## config.mk

```make
export PLATFORM = sky130hd
export DESIGN_NAME = sbt_tap
export DESIGN_NICKNAME = d
export VERILOG_FILES = /design/src/pkg/sbt_pkg.sv /design/src/design/sbt_tap_ctrl.sv /design/src/design/sbt_tap.sv
export SDC_FILE = /design/constraint.sdc
export NUM_CORES = 1
export LEC_CHECK = 0
export BUFFER_PORTS_ARGS = -buffer_cell sky130_fd_sc_hd__clkbuf_2
export CAP_MARGIN = 20
export CORE_MARGIN = 3
export CORE_UTILIZATION = 52
export DETAILED_ROUTE_END_ITERATION = 8
export GPL_ROUTABILITY_DRIVEN = 1
export PLACE_DENSITY = 0.72
export RECOVER_POWER = 25
export SLEW_MARGIN = 20
export SYNTH_ARGS = -nofsm -noshare
export SYNTH_HDL_FRONTEND = slang
export SYNTH_SLANG_ARGS = --single-unit
export TNS_END_PERCENT = 30
```

## constraint.sdc

```tcl
create_clock -name clk_sys_i -period 1.9 [get_ports clk_sys_i]
set_input_delay 0.19 -clock clk_sys_i [delete_from_list [all_inputs] [get_ports clk_sys_i]]
set_output_delay 0.19 -clock clk_sys_i [all_outputs]
set_load 0.02 [all_outputs]
```

## src/pkg/sbt_pkg.sv

```systemverilog
// Constants and types shared by the boundary-scan access port.
package sbt_pkg;

   localparam int IR_LEN = 3;
   localparam int BSR_LEN = 109;
   localparam int RING_LEN = 108;
   localparam int BSR_CTRL_BIT = 108;
   localparam int ID_LEN = 32;

   localparam logic [2:0] IR_EXTEST = 3'h0;
   localparam logic [2:0] IR_IDCODE = 3'h1;
   localparam logic [2:0] IR_SAMPLEZ = 3'h2;
   localparam logic [2:0] IR_PRELOAD = 3'h4;
   localparam logic [2:0] IR_BYPASS = 3'h7;
   localparam logic [2:0] IR_RESET = IR_IDCODE;
   // Fixed pattern loaded into the instruction shifter at Capture-IR.
   localparam logic [2:0] IR_CAPTURE = 3'h1;

   // Identification fields; the values below are arbitrary.
   localparam int ID_REV_LSB = 29;
   localparam int ID_PART_LSB = 12;
   localparam int ID_VENDOR_LSB = 1;
   localparam logic [2:0] ID_REV = 3'h2;
   localparam logic [16:0] ID_PART = 17'h0a5a5;
   localparam logic [10:0] ID_VENDOR = 11'h2aa;
   localparam logic [31:0] ID_VALUE = {ID_REV, ID_PART, ID_VENDOR, 1'b1};

   localparam logic CTRL_CELL_RESET = 1'b1;
   localparam logic BYPASS_CAPTURE = 1'b0;

   typedef enum logic [3:0] {
      ST_TLR = 4'h0,
      ST_IDLE = 4'h1,
      ST_SEL_DR = 4'h2,
      ST_CAP_DR = 4'h3,
      ST_SHIFT_DR = 4'h4,
      ST_EXIT1_DR = 4'h5,
      ST_PAUSE_DR = 4'h6,
      ST_EXIT2_DR = 4'h7,
      ST_UPD_DR = 4'h8,
      ST_SEL_IR = 4'h9,
      ST_CAP_IR = 4'ha,
      ST_SHIFT_IR = 4'hb,
      ST_EXIT1_IR = 4'hc,
      ST_PAUSE_IR = 4'hd,
      ST_EXIT2_IR = 4'he,
      ST_UPD_IR = 4'hf
   } sbt_tap_state_type;

endpackage : sbt_pkg

```

## src/design/sbt_tap_ctrl.sv

```systemverilog
// Sixteen-state test controller stepped by sampled rising edges of the test clock.
`timescale 1ns/1ps
`default_nettype none
module sbt_tap_ctrl
   import sbt_pkg::*;
(
   input wire logic clk_sys_i,
   input wire logic resetn_i,
   input wire logic tck_rise_i,
   input wire logic tms_i,
   output sbt_tap_state_type state_o
);

   typedef struct packed {
      sbt_tap_state_type st;
   } sbt_ctrl_type;

   sbt_ctrl_type r;
   sbt_ctrl_type r_nxt;

   always_comb begin
      r_nxt = r;
      if (tck_rise_i) begin
         case (r.st)
            ST_TLR: r_nxt.st = tms_i ? ST_TLR : ST_IDLE;
            ST_IDLE: r_nxt.st = tms_i ? ST_SEL_DR : ST_IDLE;
            ST_SEL_DR: r_nxt.st = tms_i ? ST_SEL_IR : ST_CAP_DR;
            ST_CAP_DR: r_nxt.st = tms_i ? ST_EXIT1_DR : ST_SHIFT_DR;
            ST_SHIFT_DR: r_nxt.st = tms_i ? ST_EXIT1_DR : ST_SHIFT_DR;
            ST_EXIT1_DR: r_nxt.st = tms_i ? ST_UPD_DR : ST_PAUSE_DR;
            ST_PAUSE_DR: r_nxt.st = tms_i ? ST_EXIT2_DR : ST_PAUSE_DR;
            ST_EXIT2_DR: r_nxt.st = tms_i ? ST_UPD_DR : ST_SHIFT_DR;
            ST_UPD_DR: r_nxt.st = tms_i ? ST_SEL_DR : ST_IDLE;
            ST_SEL_IR: r_nxt.st = tms_i ? ST_TLR : ST_CAP_IR;
            ST_CAP_IR: r_nxt.st = tms_i ? ST_EXIT1_IR : ST_SHIFT_IR;
            ST_SHIFT_IR: r_nxt.st = tms_i ? ST_EXIT1_IR : ST_SHIFT_IR;
            ST_EXIT1_IR: r_nxt.st = tms_i ? ST_UPD_IR : ST_PAUSE_IR;
            ST_PAUSE_IR: r_nxt.st = tms_i ? ST_EXIT2_IR : ST_PAUSE_IR;
            ST_EXIT2_IR: r_nxt.st = tms_i ? ST_UPD_IR : ST_SHIFT_IR;
            ST_UPD_IR: r_nxt.st = tms_i ? ST_SEL_DR : ST_IDLE;
            default: r_nxt.st = ST_TLR;
         endcase
      end
   end

   always_ff @(posedge clk_sys_i or negedge resetn_i) begin
      if (!resetn_i) begin
         r <= '{st: ST_TLR};
      end else begin
         r <= r_nxt;
      end
   end

   assign state_o = r.st;
endmodule : sbt_tap_ctrl
`default_nettype wire

```

## src/design/sbt_tap.sv

```systemverilog
// Boundary-scan access port: sampled test pins, instruction and data registers, output control.
`timescale 1ns/1ps
`default_nettype none
module sbt_tap
   import sbt_pkg::*;
(
   input wire logic clk_sys_i,
   input wire logic resetn_i,
   input wire logic tck_i,
   input wire logic tms_i,
   input wire logic tdi_i,
   output logic tdo_o,
   output logic tdo_oe_n_o,
   input wire logic [RING_LEN-1:0] ring_in_i,
   output logic [RING_LEN-1:0] ring_out_o,
   output logic extest_o,
   output logic q_oe_n_o
);

   typedef struct packed {
      logic tck_s1;
      logic tck_s2;
      logic tck_s3;
      logic tms_s1;
      logic tms_s2;
      logic tdi_s1;
      logic tdi_s2;
      logic [RING_LEN-1:0] ring_s1;
      logic [RING_LEN-1:0] ring_s2;
      logic [IR_LEN-1:0] ir;
      logic [IR_LEN-1:0] ir_sh;
      logic [BSR_LEN-1:0] bsr_sh;
      logic [BSR_LEN-1:0] bsr_upd;
      logic [ID_LEN-1:0] id_sh;
      logic byp;
      logic tdo;
      logic tdo_oe_n;
      logic extest;
      logic q_oe_n;
   } sbt_tap_type;

   sbt_tap_type r;
   sbt_tap_type r_nxt;
   sbt_tap_state_type st;
   logic tck_rise;
   logic tck_fall;

   // Reserved codes fall through to the bypass path, which keeps the chain length defined.
   function automatic logic sel_bsr(input logic [IR_LEN-1:0] ir);
      sel_bsr = (ir == IR_EXTEST) || (ir == IR_SAMPLEZ) || (ir == IR_PRELOAD);
   endfunction : sel_bsr

   function automatic logic sel_id(input logic [IR_LEN-1:0] ir);
      sel_id = (ir == IR_IDCODE);
   endfunction : sel_id

   assign tck_rise = r.tck_s2 && !r.tck_s3;
   assign tck_fall = !r.tck_s2 && r.tck_s3;

   sbt_tap_ctrl u_ctrl (
      .clk_sys_i(clk_sys_i),
      .resetn_i(resetn_i),
      .tck_rise_i(tck_rise),
      .tms_i(r.tms_s2),
      .state_o(st)
   );

   always_comb begin
      r_nxt = r;
      r_nxt.tck_s1 = tck_i;
      r_nxt.tck_s2 = r.tck_s1;
      r_nxt.tck_s3 = r.tck_s2;
      r_nxt.tms_s1 = tms_i;
      r_nxt.tms_s2 = r.tms_s1;
      r_nxt.tdi_s1 = tdi_i;
      r_nxt.tdi_s2 = r.tdi_s1;
      // The ring is sampled continuously; values in transition at capture are not guaranteed.
      r_nxt.ring_s1 = ring_in_i;
      r_nxt.ring_s2 = r.ring_s1;

      if (tck_rise) begin
         case (st)
            ST_CAP_IR: r_nxt.ir_sh = IR_CAPTURE;
            ST_SHIFT_IR: r_nxt.ir_sh = {r.tdi_s2, r.ir_sh[IR_LEN-1:1]};
            ST_CAP_DR: begin
               if (sel_bsr(r.ir)) begin
                  r_nxt.bsr_sh = {r.bsr_upd[BSR_CTRL_BIT], r.ring_s2};
               end else if (sel_id(r.ir)) begin
                  r_nxt.id_sh = ID_VALUE;
               end else begin
                  r_nxt.byp = BYPASS_CAPTURE;
               end
            end
            ST_SHIFT_DR: begin
               if (sel_bsr(r.ir)) begin
                  r_nxt.bsr_sh = {r.tdi_s2, r.bsr_sh[BSR_LEN-1:1]};
               end else if (sel_id(r.ir)) begin
                  r_nxt.id_sh = {r.tdi_s2, r.id_sh[ID_LEN-1:1]};
               end else begin
                  r_nxt.byp = r.tdi_s2;
               end
            end
            default: begin
            end
         endcase
      end

      // Updates and the serial output act on the falling edge, half a test cycle after shifting.
      if (tck_fall) begin
         r_nxt.tdo_oe_n = 1'b1;
         case (st)
            ST_SHIFT_IR: begin
               r_nxt.tdo = r.ir_sh[0];
               r_nxt.tdo_oe_n = 1'b0;
            end
            ST_SHIFT_DR: begin
               r_nxt.tdo_oe_n = 1'b0;
               if (sel_bsr(r.ir)) begin
                  r_nxt.tdo = r.bsr_sh[0];
               end else if (sel_id(r.ir)) begin
                  r_nxt.tdo = r.id_sh[0];
               end else begin
                  r_nxt.tdo = r.byp;
               end
            end
            ST_UPD_IR: r_nxt.ir = r.ir_sh;
            ST_UPD_DR: begin
               if (sel_bsr(r.ir)) begin
                  r_nxt.bsr_upd = r.bsr_sh;
               end
            end
            default: begin
            end
         endcase
      end

      if (st == ST_TLR) begin
         r_nxt.ir = IR_RESET;
         r_nxt.bsr_upd[BSR_CTRL_BIT] = CTRL_CELL_RESET;
      end

      r_nxt.extest = (r.ir == IR_EXTEST);
      if (r.ir == IR_EXTEST) begin
         r_nxt.q_oe_n = !r.bsr_upd[BSR_CTRL_BIT];
      end else if (r.ir == IR_SAMPLEZ) begin
         r_nxt.q_oe_n = 1'b1;
      end else begin
         r_nxt.q_oe_n = 1'b0;
      end
   end

   always_ff @(posedge clk_sys_i or negedge resetn_i) begin
      if (!resetn_i) begin
         r <= '0;
         r.ir <= IR_RESET;
         r.ir_sh <= IR_CAPTURE;
         r.bsr_upd[BSR_CTRL_BIT] <= CTRL_CELL_RESET;
         r.tdo_oe_n <= 1'b1;
      end else begin
         r <= r_nxt;
      end
   end

   assign tdo_o = r.tdo;
   assign tdo_oe_n_o = r.tdo_oe_n;
   assign ring_out_o = r.bsr_upd[RING_LEN-1:0];
   assign extest_o = r.extest;
   assign q_oe_n_o = r.q_oe_n;
endmodule : sbt_tap
`default_nettype wire

```

Yosys cells after proc, flatten, opt, wreduce, memory -nomap -nowiden. Cells that the tools add are included.

Bits in registers: 488. Input port bits: 113. Output and inout port bits: 112. Word-level logic and storage cells: 110.

Eq/ne operators: 26. Muxes and demuxes: 36. Reduce and logical (&&, ||, !) cells: 27.

Operators by type and width (count): 2-to-1 mux 109 bit (5); one-hot mux 109 bit (2 select lines) (1); 2-to-1 mux 33 bit (2); one-hot mux 33 bit (2 select lines) (1); 2-to-1 mux 32 bit (2); one-hot mux 4 bit (12 select lines) (1); == test 4 bit, second input constant (8); == test 4 x 3 -> 1 bit, second input constant (4); 2-to-1 mux 4 bit (4); inequality test 2 bit, second input constant (8); 2-to-1 mux 3 bit (5); nonzero test 2 bit (7); AND reduction 6 bit (2); 2-to-1 mux 1 bit (10); == test 4 x 2 -> 1 bit, second input constant (2); 2-to-1 mux 2 bit (3); one-hot mux 3 bit (2 select lines) (1); AND reduction 2 bit (3); AND reduction 3 bit (2); == test 4 x 1 -> 1 bit, second input constant (1); zero test 4 bit (1); one-hot mux 2 bit (2 select lines) (1); AND reduction 4 bit (1); OR reduction 2 bit (2); other kinds (8) (12).

Logic depth before layout (Yosys ltp). Gate-level depths: netlist (run 1).

Depth in word-level cells: 7. Gate-level depth with buffers: 9. Gate-level depth less buffers: 4.

Modules after synthesis. A second synthesis (run 1) with hierarchy kept.

Cells, all modules: 1293. Area, all modules: 17763.3 um^2.

By module, submodules not included: sbt_tap (instances 1, cells each 1246, area an instance 17362.9 um^2, seq. area each 12116.6 um^2); sbt_tap_ctrl (instances 1, cells each 47, area an instance 400.4 um^2, seq. area each 100.1 um^2).

Worst setup path after synthesis (run 1). No wires, ideal clock.

Path kind: register -> register. From: register r[258] (netlist name). To: register r, in the netlist ring_out_o[100]. Library setup time: 125 ps. Arrival: 1734 ps. Required time: 1775 ps. Slack: 41 ps. Cell stages (with the launch flop): 8. Buffers on the path: 4. Period minus slack after synthesis: 1859 ps. Cells stage by stage: dfstp_2 > clkbuf_1 > a21oi_1 > nand4_1 > buf_2 > buf_6 > buf_4 > mux2_2.

Longest elaborated chain between the ends: 4. Elaborated cells between the ends (all ways): 6. Classes of those cells: 2 x eq/ne; 4 x reduce/logical.

Ends and longest elaborated chain: start: declaration (line sbt_tap.sv:42) `sbt_tap_type r;`; start signal: assignment (line sbt_tap.sv:160) `r <= r_nxt;`; == test 3 x 2 -> 1 bit or zero test 3 bit (tied branches) (line sbt_tap.sv:50) `sel_bsr = (ir == IR_EXTEST) || (ir == IR_SAMPLEZ) || (ir == IR_PRELOAD);`; logical OR 1 bit (line sbt_tap.sv:50); logical OR 1 bit (*) (line sbt_tap.sv:50); AND reduction 3 bit (no line) (*).

Every way passes the cells marked *; elsewhere a longest branch is shown, timed or not. A chain may end at the register's enable or synchronous reset.

Final worst setup path (run 1).
From: register u_ctrl.r, in the netlist u_ctrl.state_o[3]. To: register r, in the netlist ring_out_o[69].

Longest elaborated chain between the ends: 2.

Ends and longest elaborated chain: start: declaration (line sbt_tap_ctrl.sv:18) `sbt_ctrl_type r;`; start signal: assignment (line sbt_tap_ctrl.sv:48) `r <= '{st: ST_TLR};`; start signal: assignment (line sbt_tap_ctrl.sv:50) `r <= r_nxt;`; == test 4 bit (line sbt_tap.sv:111) `case (st)`; AND reduction 3 bit (no line).

No other way between the ends.

==> results of run 1 <==
## cell type report
cell class | count | area [um2] | area share
Clock buffer | 62 | 1350 | 0.0620
Clock inverter | 28 | 430 | 0.0199
Inverter | 4 | 15.0 | 0.000693
Multi-Input combinational cell | 617 | 4250 | 0.196
Sequential cell | 488 | 12200 | 0.564
Tap cell | 442 | 553 | 0.0255
Timing Repair Buffer | 387 | 2860 | 0.132
## metrics by stage
| stage | area, um2 | util | TNS (ps) |
|---|---|---|---|
| 6_report | 21700 | 0.658 | 0 |
| 5_1_grt | 21700 | 0.658 | -0.0107 |
| 4_1_cts | 21700 | 0.658 | -2.91 |
| 3_5_place_dp | 18800 | 0.569 | -3.84 |
| 3_3_place_gp | 18800 | 0.569 | -11.5 |
| 2_1_floorplan | 17600 | - | 0 |
## per-layer routing
| metal | share of wire | vias up | wire [um] |
|---|---|---|---|
| met5 | 0 | - | 0 |
| met4 | 0.029 | 0 | 991 |
| met3 | 0.046 | 64 | 1570 |
| met2 | 0.50 | 232 | 17100 |
| met1 | 0.43 | 5097 | 14800 |
| li1 | - | 4743 | - |
## synthesized netlist by cell type
master	n	area [um2]
sky130_fd_sc_hd__nor4_2	1	12.5
sky130_fd_sc_hd__nor3_1	7	35.0
sky130_fd_sc_hd__mux2_2	111	1250
sky130_fd_sc_hd__nand4_1	2	12.5
sky130_fd_sc_hd__a21oi_1	10	50.1
sky130_fd_sc_hd__nor4b_1	2	17.5
sky130_fd_sc_hd__o21ai_1	26	130
sky130_fd_sc_hd__o2111ai_2	1	15.0
sky130_fd_sc_hd__buf_6	6	67.6
sky130_fd_sc_hd__and3_1	1	6.26
sky130_fd_sc_hd__a211o_1	1	8.76
sky130_fd_sc_hd__a222oi_1	1	10.0
sky130_fd_sc_hd__nor2b_1	6	37.5
sky130_fd_sc_hd__nor3b_2	1	12.5
sky130_fd_sc_hd__or4b_1	1	10.0
sky130_fd_sc_hd__nand3_1	3	15.0
sky130_fd_sc_hd__a211oi_1	1	7.51
sky130_fd_sc_hd__or3b_2	1	8.76
sky130_fd_sc_hd__clkbuf_1	26	97.6
sky130_fd_sc_hd__o21ai_0	122	611
sky130_fd_sc_hd__o211ai_1	3	22.5
sky130_fd_sc_hd__a32o_1	1	10.0
sky130_fd_sc_hd__or2_2	1	6.26
sky130_fd_sc_hd__nand2_1	163	612
sky130_fd_sc_hd__o41ai_1	1	8.76
sky130_fd_sc_hd__o311ai_0	1	8.76
sky130_fd_sc_hd__nor2_1	23	86.3
sky130_fd_sc_hd__nor3b_1	1	7.51
sky130_fd_sc_hd__dfstp_2	4	105
sky130_fd_sc_hd__inv_1	4	15.0
sky130_fd_sc_hd__o31ai_1	2	15.0
sky130_fd_sc_hd__nand2b_1	3	18.8
sky130_fd_sc_hd__buf_4	113	848
sky130_fd_sc_hd__dfrtp_1	484	12100
sky130_fd_sc_hd__and2_1	1	6.26
sky130_fd_sc_hd__and2b_1	1	7.51
sky130_fd_sc_hd__and3b_1	1	8.76
sky130_fd_sc_hd__a22o_1	1	8.76
sky130_fd_sc_hd__clkbuf_4	1	7.51
sky130_fd_sc_hd__buf_2	31	155
sky130_fd_sc_hd__nor4_1	1	6.26
sky130_fd_sc_hd__mux2i_1	112	1120
sky130_fd_sc_hd__a31oi_1	3	18.8
## cell families after synthesis
group / count (synthesis) / share of synthesized area
flops: 488 / 0.693
buf+inv: 181 / 0.0676
compound gates: 174 / 0.0524
simple gates: 220 / 0.0526
mux: 223 / 0.134
## power by group
| group | internal (uW) | switching [uW] |
|---|---|---|
| Sequential | 11000 | 373 |
| Clock | 6410 | 3950 |
| Combinational | 1500 | 1680 |
## placed cells by master (no fill, tap or decap), types with 4 or more instances in the layout
cell type,count
sky130_fd_sc_hd__a21oi_1,10
sky130_fd_sc_hd__buf_12,18
sky130_fd_sc_hd__buf_4,23
sky130_fd_sc_hd__bufinv_16,10
sky130_fd_sc_hd__clkbuf_1,32
sky130_fd_sc_hd__clkbuf_16,50
sky130_fd_sc_hd__clkbuf_2,202
sky130_fd_sc_hd__clkbuf_8,8
sky130_fd_sc_hd__clkinv_2,9
sky130_fd_sc_hd__clkinvlp_4,4
sky130_fd_sc_hd__dfrtp_1,480
sky130_fd_sc_hd__dfrtp_2,4
sky130_fd_sc_hd__dfstp_2,4
sky130_fd_sc_hd__dlygate4sd3_1,112
sky130_fd_sc_hd__inv_1,4
sky130_fd_sc_hd__mux2_2,111
sky130_fd_sc_hd__mux2i_1,112
sky130_fd_sc_hd__nand2_1,163
sky130_fd_sc_hd__nor2_1,23
sky130_fd_sc_hd__nor2b_1,6
sky130_fd_sc_hd__nor3_1,7
sky130_fd_sc_hd__o21ai_0,122
sky130_fd_sc_hd__o21ai_1,26
## flip-flops by register name, indices dropped and copies added (netlist names)
signal and flops:
tdo_o 1, ring_out_o 108, r 372, q_oe_n_o 1, extest_o 1, u_ctrl.state_o 4, tdo_oe_n_o 1
## repair_timing
item / 4_1_cts / 5_1_grt
cloned: 0 / 1
hold endpoints to repair: 439 / 0
endpoints found under the setup margin: 13 / 208
buffers inserted: 0 / 1
resized for setup: 3 / 9
hold buffers: 112 / 0
pin swaps: 0 / 1
## critical path, stage by stage (launching register included)
cell and delay, ps:
sky130_fd_sc_hd__dfrtp_2 490, sky130_fd_sc_hd__and2b_2 260, sky130_fd_sc_hd__nand4_1 180, sky130_fd_sc_hd__buf_12 220, sky130_fd_sc_hd__buf_12 190, sky130_fd_sc_hd__mux2_2 360
## worst max-delay path by stage
stage	start	to	slack [ps]	depth (start not counted)
6_report	u_ctrl.state_o[3]	ring_out_o[69]	70	5
5_1_grt	u_ctrl.state_o[1]	r[243]	-0.01	5
3_5_place_dp	u_ctrl.state_o[1]	r[235]	-4	5
4_1_cts	u_ctrl.state_o[1]	r[208]	-3	4
2_1_floorplan	r[258]	ring_out_o[100]	40	7
3_3_place_gp	u_ctrl.state_o[1]	r[147]	-9	5
==> key figures, run 1 <==
Outcome
  • Outcome: finished clean

STA
  • Maximum clock rate: about 550 MHz
  • Share of the clock period used by the worst path: 0.966
  • Period minus WS final: about 1800 ps
  • Transition at the pin with the smallest max-transition slack: 1330 ps
  • Final setup violation count: 0
  • Final Hold Slack: between 200 and 300 ps
  • Final worst clock skew: about 15 ps
  • Slack of the critical path: between 60 and 70 ps
  • Worst slew margin relative to its limit: 0.116
  • Count of final max-slew check failures: 0
  • Hold Violations, Final: 0

Yosys
  • Yosys warning total: 0
  • Average footprint of a synthesized cell: 13.7 um2
  • Number of unique standard cell types used by synthesis: between 40 and 50
  • Post-Syn Nets: roughly 1400
  • Post-synthesis instance area: around 0.018 mm2
  • Syn Inst Count: approximately 1300
  • Sequential share of the synthesized area: 0.693
  • Number of synthesized register bits: ~490

Pwr
  • Maximum vdd drop: 0.000831 V
  • Post-route total power: around 25000 uW
  • Leakage power: ~0.010 uW
  • Power density over the cells: 1150 mW/mm2

Clock network
  • Bufs on Longest Clock Path: 3
  • Clk sink count: 488
  • TritonCTS Buffers: 49
  • Clock transition at the registers of the reported paths: 60 ps
  • Clock tree from TritonCTS: built
  • Total number of H-tree levels: 2
  • Clock latency on the worst-skew pair: between 500 and 600 ps
  • Clock root buffer: sky130_fd_sc_hd__clkbuf_16

Setup path
  • Critical register-to-register path endpoint: ring_out_o[69]
  • Worst-path fanout max: 22
  • Kind of capture point of the worst setup path: register
  • Internal reg-to-reg setup slack: between 60 and 70 ps
  • Arrival time at the worst endpoint: about 2300 ps
  • Launch instance of the worst register-to-register path: u_ctrl.state_o[3]
  • Startpoint class of the critical path: register
  • WP data required: 2330 ps
  • Depth of the worst register-to-register path: 5
  • Start-to-end type of the worst setup path: register to register

Placed design
  • Post-Place Setup Slack: -3.84 ps
  • Number of I/O port buffers: 224
  • HPWL Detailed: between 20000 and 25000 um
  • Total placed cells including tap cells: around 1800
  • Final GP Congestion: just under 0.8

Die
  • Area of the die: approximately 0.036 mm2
  • Die boundary height: around 190 um
  • Placeable core region: ~0.033 mm2
  • Placement row count: 66
  • Effective utilization at floorplan: 0.535
  • Number of top-level pins: 225
  • Width of the die: between 150 and 200 um

Global route
  • Leftover overflow at the end of global routing: 0
  • Layer carrying the most global-route usage: met2
  • Met2 track demand over resource in global routing: 0.320
  • Initial antenna violation count: 0
  • Vias in the first global route: about 11000
  • Aggregate global-route resource usage: 0.192
  • Met3 Usage GRT: 0.0391
  • Largest net degree at the start of global routing: 81
  • Met1 Track Usage GR: 0.256
  • First-pass GRT wire length: around 56000 um

Route
  • Detail Route Antenna Nets: 0
  • Detailed-route via count: 10136
  • Total wire length after detailed routing: between 30000 and 40000 um
  • Average via count per standard cell: 5.00
  • Number of violations reported at the end of detailed-routing iteration 0: around 550
  • Routed length per placed instance: about 17 um
  • Number of remaining DRC errors: 0
  • First drt pass iteration count: 7

Layout
  • Fill cells: roughly 2400
  • Final-stage net count: roughly 1700
  • Count of placed standard cells in the final layout, fillers left out: approximately 2000
  • Count of antenna diodes in the layout: 0
  • Layout cells sized above 1: 0.289
  • Layout overhead on the synthesized area: 23.0%

Job
  • Maximum Capacitance Violations: 0

Worst hold path
  • Worst hold stages: 2
  • Hold path start: ring_in_i[83]
  • Class of the tightest hold or removal check: primary input to register
  • Worst min-delay path endpoint: r[452]
No activity file was read; power rests on OpenSTA's default activity.
==> inputs of run 2 (changes only) <==
- CELL_PAD_IN_SITES_DETAIL_PLACEMENT: not set -> 0
- CELL_PAD_IN_SITES_GLOBAL_PLACEMENT: not set -> 2
- CORE_UTILIZATION: 52 -> 36
- PLACE_DENSITY: 0.72 -> 0.71
==> key figures, run 2 (synthesis results as in run 1) <==
Outcome
  • Outcome: finished clean

STA
  • Total negative setup slack: 0 ps
  • Hold Violations, Final: 0
  • Worst slew margin relative to its limit: 0.557
  • Maximum clock rate: ~560 MHz
  • Final setup violation count: 0
  • RSZ-0062 raised after global routing: false
  • Slack of the critical path: between 100 and 150 ps
  • Count of final max-slew check failures: 0
  • Transition at the pin with the smallest max-transition slack: around 660 ps
  • Final worst clock skew: ~20 ps
  • Share of the clock period used by the worst path: 0.937
  • Period minus WS final: around 1800 ps

Setup path
  • WP data required: about 2400 ps
  • Kind of capture point of the worst setup path: register
  • Arrival time at the worst endpoint: 2250 ps
  • Launch instance of the worst register-to-register path: u_ctrl.state_o[0]
  • Depth of the worst register-to-register path: 5
  • Start-to-end type of the worst setup path: register to register
  • Worst-path fanout max: 14
  • Startpoint class of the critical path: register
  • Crit path launch: u_ctrl.state_o[0]
  • Capturing element of the worst setup path: r[187]
  • Internal reg-to-reg setup slack: roughly 120 ps
  • Critical register-to-register path endpoint: r[187]

Global route
  • Leftover overflow at the end of global routing: 0
  • Initial antenna violation count: 2
  • First-pass GRT wire length: about 57000 um
  • Largest net degree at the start of global routing: 72
  • Vias in the first global route: between 10000 and 15000
  • Aggregate global-route resource usage: 0.141

Placed design
  • Total placed cells including tap cells: between 2000 and 2500
  • Number of I/O port buffers: approximately 220
  • Final GP Congestion: just over 0.7
  • Area post-placement: around 0.019 mm2
  • Post-Place Setup Slack: 29.2 ps
  • HPWL Detailed: between 20000 and 25000 um

Route
  • Average via count per standard cell: 4.46
  • Routed length per placed instance: 16.2 um
  • Number of remaining DRC errors: 0
  • First drt pass iteration count: 5
  • Number of violations reported at the end of detailed-routing iteration 0: between 500 and 600
  • Detailed-route via count: approximately 10000
  • Total wire length after detailed routing: approximately 36000 um
  • Detail Route Antenna Nets: 0

Job
  • Maximum Capacitance Violations: 0

Die
  • Area of the die: between 0.05 and 0.06 mm2
  • Effective utilization at floorplan: 0.367
  • Placeable core region: approximately 0.048 mm2
  • Width of the die: around 230 um
  • Placement row count: 80
  • Number of top-level pins: around 230
  • Die boundary height: approximately 230 um

Clock network
  • TritonCTS Buffers: 52
  • Clock transition at the registers of the reported paths: about 60 ps
  • Clock root buffer: sky130_fd_sc_hd__clkbuf_16
  • Clk sink count: approximately 490
  • Clock latency on the worst-skew pair: 590 ps
  • Total number of H-tree levels: 2
  • Bufs on Longest Clock Path: 3
  • Clock tree from TritonCTS: built

Layout
  • Layout cells sized above 1: 0.287
  • Layout overhead on the synthesized area: 24.7%
  • Number of flip-flops in the largest register: between 300 and 400
  • Largest register by flop count: r
  • Final-stage net count: 1671
  • Most used cells in the layout excluding fill and tap cells: 481 x sky130_fd_sc_hd__dfrtp_1, 195 x sky130_fd_sc_hd__clkbuf_2, 163 x sky130_fd_sc_hd__nand2_1
  • Count of placed standard cells in the final layout, fillers left out: between 2000 and 2500
  • Final core utilization: 0.458
  • Fill cells: about 4300
  • Most frequent standard cell in the layout excluding fill and tap cells: sky130_fd_sc_hd__dfrtp_1
  • Final design instance area without fill: about 0.022 mm2

Pwr
  • Power density over the cells: around 1100 mW/mm2
  • Maximum vdd drop: between 0.0006 and 0.0007 V
  • Leakage power: roughly 0.010 uW

Worst hold path
  • Class of the tightest hold or removal check: primary input to asynchronous set/reset pin
==> run 2: changes by cell type in the layout (fill, tap and decap cells not counted), moves of 3 or more <==
cell / delta
sky130_fd_sc_hd__buf_4: +6
sky130_fd_sc_hd__clkbuf_16: +3
sky130_fd_sc_hd__clkbuf_1: +11
sky130_fd_sc_hd__bufinv_16: -5
sky130_fd_sc_hd__buf_12: +7
sky130_fd_sc_hd__clkbuf_2: -7
==> run 2: how the worst min path moves through the flow <==
stage	slack, ps	end	start
floorplan	-110	extest_o	resetn_i
global placement	150	ring_out_o[61]	resetn_i
detailed placement	160	ring_out_o[61]	resetn_i
CTS	110	ring_out_o[61]	resetn_i
global route	140	ring_out_o[61]	resetn_i
finish	130	ring_out_o[61]	resetn_i
==> run 2: layer usage <==
layer  track usage  vias up  routed length, um
li1              -     4771                  -
met1         0.194     4857              16400
met2         0.220      195              16700
met3        0.0335       59               1850
met4        0.0498        2                885
met5             0        -                 12
==> run 2: stage by stage <==
step,hold WS (ps),power [uW]
final,127,25000
after detailed placement,156,14800
after floorplan,-106,13500
after global placement,152,14800
after global routing,137,26300
after CTS,107,25400
==> run 2: area by class of cell <==
cell class | instances | area [um2] | share of cell area
Timing Repair Buffer | 395 | 2970 | 0.135
Sequential cell | 488 | 12200 | 0.556
Inverter | 4 | 15.0 | 0.000683
Clock buffer | 75 | 1490 | 0.0677
Antenna cell | 1 | 2.50 | 0.000114
Clock inverter | 19 | 270 | 0.0123
Tap cell | 615 | 769 | 0.0350
Multi-Input combinational cell | 617 | 4260 | 0.194
==> run 2: where the power goes <==
group / total [uW] / internal [uW] / switching, uW / leakage [uW]
Sequential: 11400 / 11000 / 352 / 0.00625
Clock: 10200 / 6140 / 4090 / 0.000849
Combinational: 3400 / 1660 / 1750 / 0.00334
Total: 25000 / 18800 / 6190 / 0.0104
==> run 2: critical path: stages (launching register included) <==
cell and delay [ps]:
sky130_fd_sc_hd__dfrtp_1 480, sky130_fd_sc_hd__nor4b_4 350, sky130_fd_sc_hd__buf_4 290, sky130_fd_sc_hd__buf_12 200, sky130_fd_sc_hd__mux2i_1 230, sky130_fd_sc_hd__o21ai_0 90
==> run 2: repair_timing <==
| item | 4_1_cts | 5_1_grt |
|---|---|---|
| hold endpoints to repair | 496 | 0 |
| buffers inserted | 0 | 2 |
| resized for setup | 0 | 8 |
| endpoints found under the setup margin | 0 | 192 |
| hold buffers | 112 | 0 |
==> inputs of run 3 (changes only) <==
- CORE_UTILIZATION: 36 -> 38
- CTS_BUF_LIST: not set -> sky130_fd_sc_hd__clkbuf_4
- PLACE_DENSITY: 0.71 -> 0.75
==> key figures, run 3 (synthesis results as in run 1) <==
Outcome
  • Outcome: finished clean

STA
  • Share of the clock period used by the worst path: 0.935
  • Transition at the pin with the smallest max-transition slack: around 960 ps
  • Worst slew margin relative to its limit: 0.361
  • Final setup violation count: 0
  • Hold Violations, Final: 0
  • Final worst clock skew: 29.7 ps
  • Count of final max-slew check failures: 0
  • Period minus WS final: 1780 ps
  • Maximum clock rate: approximately 560 MHz

Setup path
  • WP data required: about 2700 ps
  • Slowest CP cell: sky130_fd_sc_hd__dfrtp_1
  • Arrival time at the worst endpoint: approximately 2500 ps
  • Startpoint class of the critical path: register
  • Crit path launch: u_ctrl.state_o[3]
  • Launch instance of the worst register-to-register path: u_ctrl.state_o[3]
  • Slowest Stage Delay on Critical Path: 470 ps
  • Worst-path fanout max: 21
  • Kind of capture point of the worst setup path: register
  • CP dominant cell by count: sky130_fd_sc_hd__buf_12
  • Critical-path cell list: and2b_1 -> nand4_1 -> buf_12 -> buf_12 -> mux2_2
  • Start-to-end type of the worst setup path: register to register

Clock network
  • Clock transition at the registers of the reported paths: 60 ps
  • Clk sink count: between 400 and 500
  • Clock latency on the worst-skew pair: a little over 900 ps
  • Total number of H-tree levels: 4
  • Bufs on Longest Clock Path: 3
  • Clock tree from TritonCTS: built
  • Clock root buffer: sky130_fd_sc_hd__clkbuf_4
  • TritonCTS Buffers: roughly 130

Layout
  • Final core utilization: 0.504
  • Most used cells in the layout excluding fill and tap cells: 484 x sky130_fd_sc_hd__dfrtp_1, 224 x sky130_fd_sc_hd__dlygate4sd3_1, 220 x sky130_fd_sc_hd__clkbuf_2
  • Number of flip-flops in the largest register: 372
  • Most frequent standard cell in the layout excluding fill and tap cells: sky130_fd_sc_hd__dfrtp_1
  • Final-stage net count: around 1900
  • Largest register by flop count: r
  • Final design instance area without fill: approximately 0.023 mm2
  • Layout overhead on the synthesized area: 30.4%
  • Layout cells sized above 1: 0.331

Placed design
  • Area post-placement: ~0.019 mm2
  • Final GP Congestion: about 0.75
  • HPWL Detailed: around 23000 um
  • Number of I/O port buffers: between 200 and 250

Route
  • Average via count per standard cell: 4.45
  • Routed length per placed instance: approximately 15 um
  • Detail Route Antenna Nets: 0
  • Number of remaining DRC errors: 0
  • Total wire length after detailed routing: 37100 um
  • First drt pass iteration count: 6
  • Number of violations reported at the end of detailed-routing iteration 0: 469
  • Detailed-route via count: around 11000

Global route
  • Aggregate global-route resource usage: 0.157
  • Layer carrying the most global-route usage: met2
  • Vias in the first global route: roughly 12000
  • Met3 Usage GRT: 0.0547
  • First-pass GRT wire length: slightly above 60000 um
  • Leftover overflow at the end of global routing: 0
  • Met1 Track Usage GR: 0.186
  • Initial antenna violation count: 4
  • Met2 track demand over resource in global routing: 0.258
  • Largest net degree at the start of global routing: 89

Pwr
  • Post-route total power: around 24000 uW
  • Leakage power: 0.0111 uW
  • Maximum vdd drop: 0.000519 V
  • Power density over the cells: approximately 1000 mW/mm2

Die
  • Effective utilization at floorplan: 0.387
  • Area of the die: 0.0490 mm2
  • Number of top-level pins: ~230
  • Placeable core region: about 0.046 mm2
  • Width of the die: roughly 220 um
  • Die boundary height: between 200 and 250 um
  • Placement row count: approximately 80

Worst hold path
  • Class of the tightest hold or removal check: register to register
  • Hold path start: r[427]

Job
  • Maximum Capacitance Violations: 0
-- run 3: cell count changes in the layout (fill, tap and decap cells not counted), moves of 4 or more --
| cell | delta |
|---|---|
| sky130_fd_sc_hd__dlygate4sd3_1 | +112 |
| sky130_fd_sc_hd__bufinv_16 | -4 |
| sky130_fd_sc_hd__clkbuf_16 | -53 |
| sky130_fd_sc_hd__clkbuf_4 | +202 |
| sky130_fd_sc_hd__inv_2 | +6 |
| sky130_fd_sc_hd__diode_2 | +4 |
| sky130_fd_sc_hd__clkinv_1 | +13 |
| sky130_fd_sc_hd__clkbuf_1 | -37 |
| sky130_fd_sc_hd__clkbuf_8 | -8 |
| sky130_fd_sc_hd__clkbuf_2 | +25 |
| sky130_fd_sc_hd__clkinv_2 | -6 |
-- run 3: metrics by stage --
stage | hold WS, ps | setup WS, ps | setup TNS (ps) | instances
2_1_floorplan | -106 | 40.9 | 0 | 1286
3_3_place_gp | 97.7 | 83.4 | 0 | 1989
3_5_place_dp | 97.3 | 23.4 | 0 | 1989
4_1_cts | 249 | -91.2 | -112 | 2439
5_1_grt | 333 | -9.89 | -9.89 | 2443
6_report | 336 | 123 | 0 | 2444
-- run 3: critical path: cells and delay by family (launching register included) --
kind | cells | cell delay, ps
DFF | 1 | 470
buffers and inverters | 2 | 430
and+or+nand+nor | 2 | 390
muxes | 1 | 350
-- run 3: per-layer routing --
metal	vias up	wire, um
li1	5237	-
met1	5328	15800
met2	245	18500
met3	67	1920
met4	2	912
met5	-	11
-- run 3: cell type report --
type	count	area, um2
multi-input combinational	617	4250
sequential	488	12200
clock buffer	202	1520
fill	4015	22600
inverter	4	15.0
tap	600	751
antenna	5	12.5
timing repair buffer	505	4110
clock inverter	23	121
-- run 3: power breakdown --
group          internal [uW]  switching [uW]  leakage, uW  total (uW)
Combinational           1790            1760      0.00387        3550
Sequential             11000             338      0.00625       11400
Clock                   4940            4200     0.000994        9140
-- run 3: final timing paths --
kind,end,slack (ps),depth (start not counted)
setup / recovery,ring_out_o[61],120,5
min in group asynchronous,r[21],520,4
hold reg to reg,r[319],340,0
max in group asynchronous,r[451],230,5
hold / removal,r[319],340,0
setup reg to reg,ring_out_o[61],120,5
-- run 3: what timing repair did --
action,in CTS,in global routing
endpoints found under the setup margin,4,1
hold buffers,225,0
hold endpoints to repair,599,0
buffers inserted,0,0
resized for setup,3,1
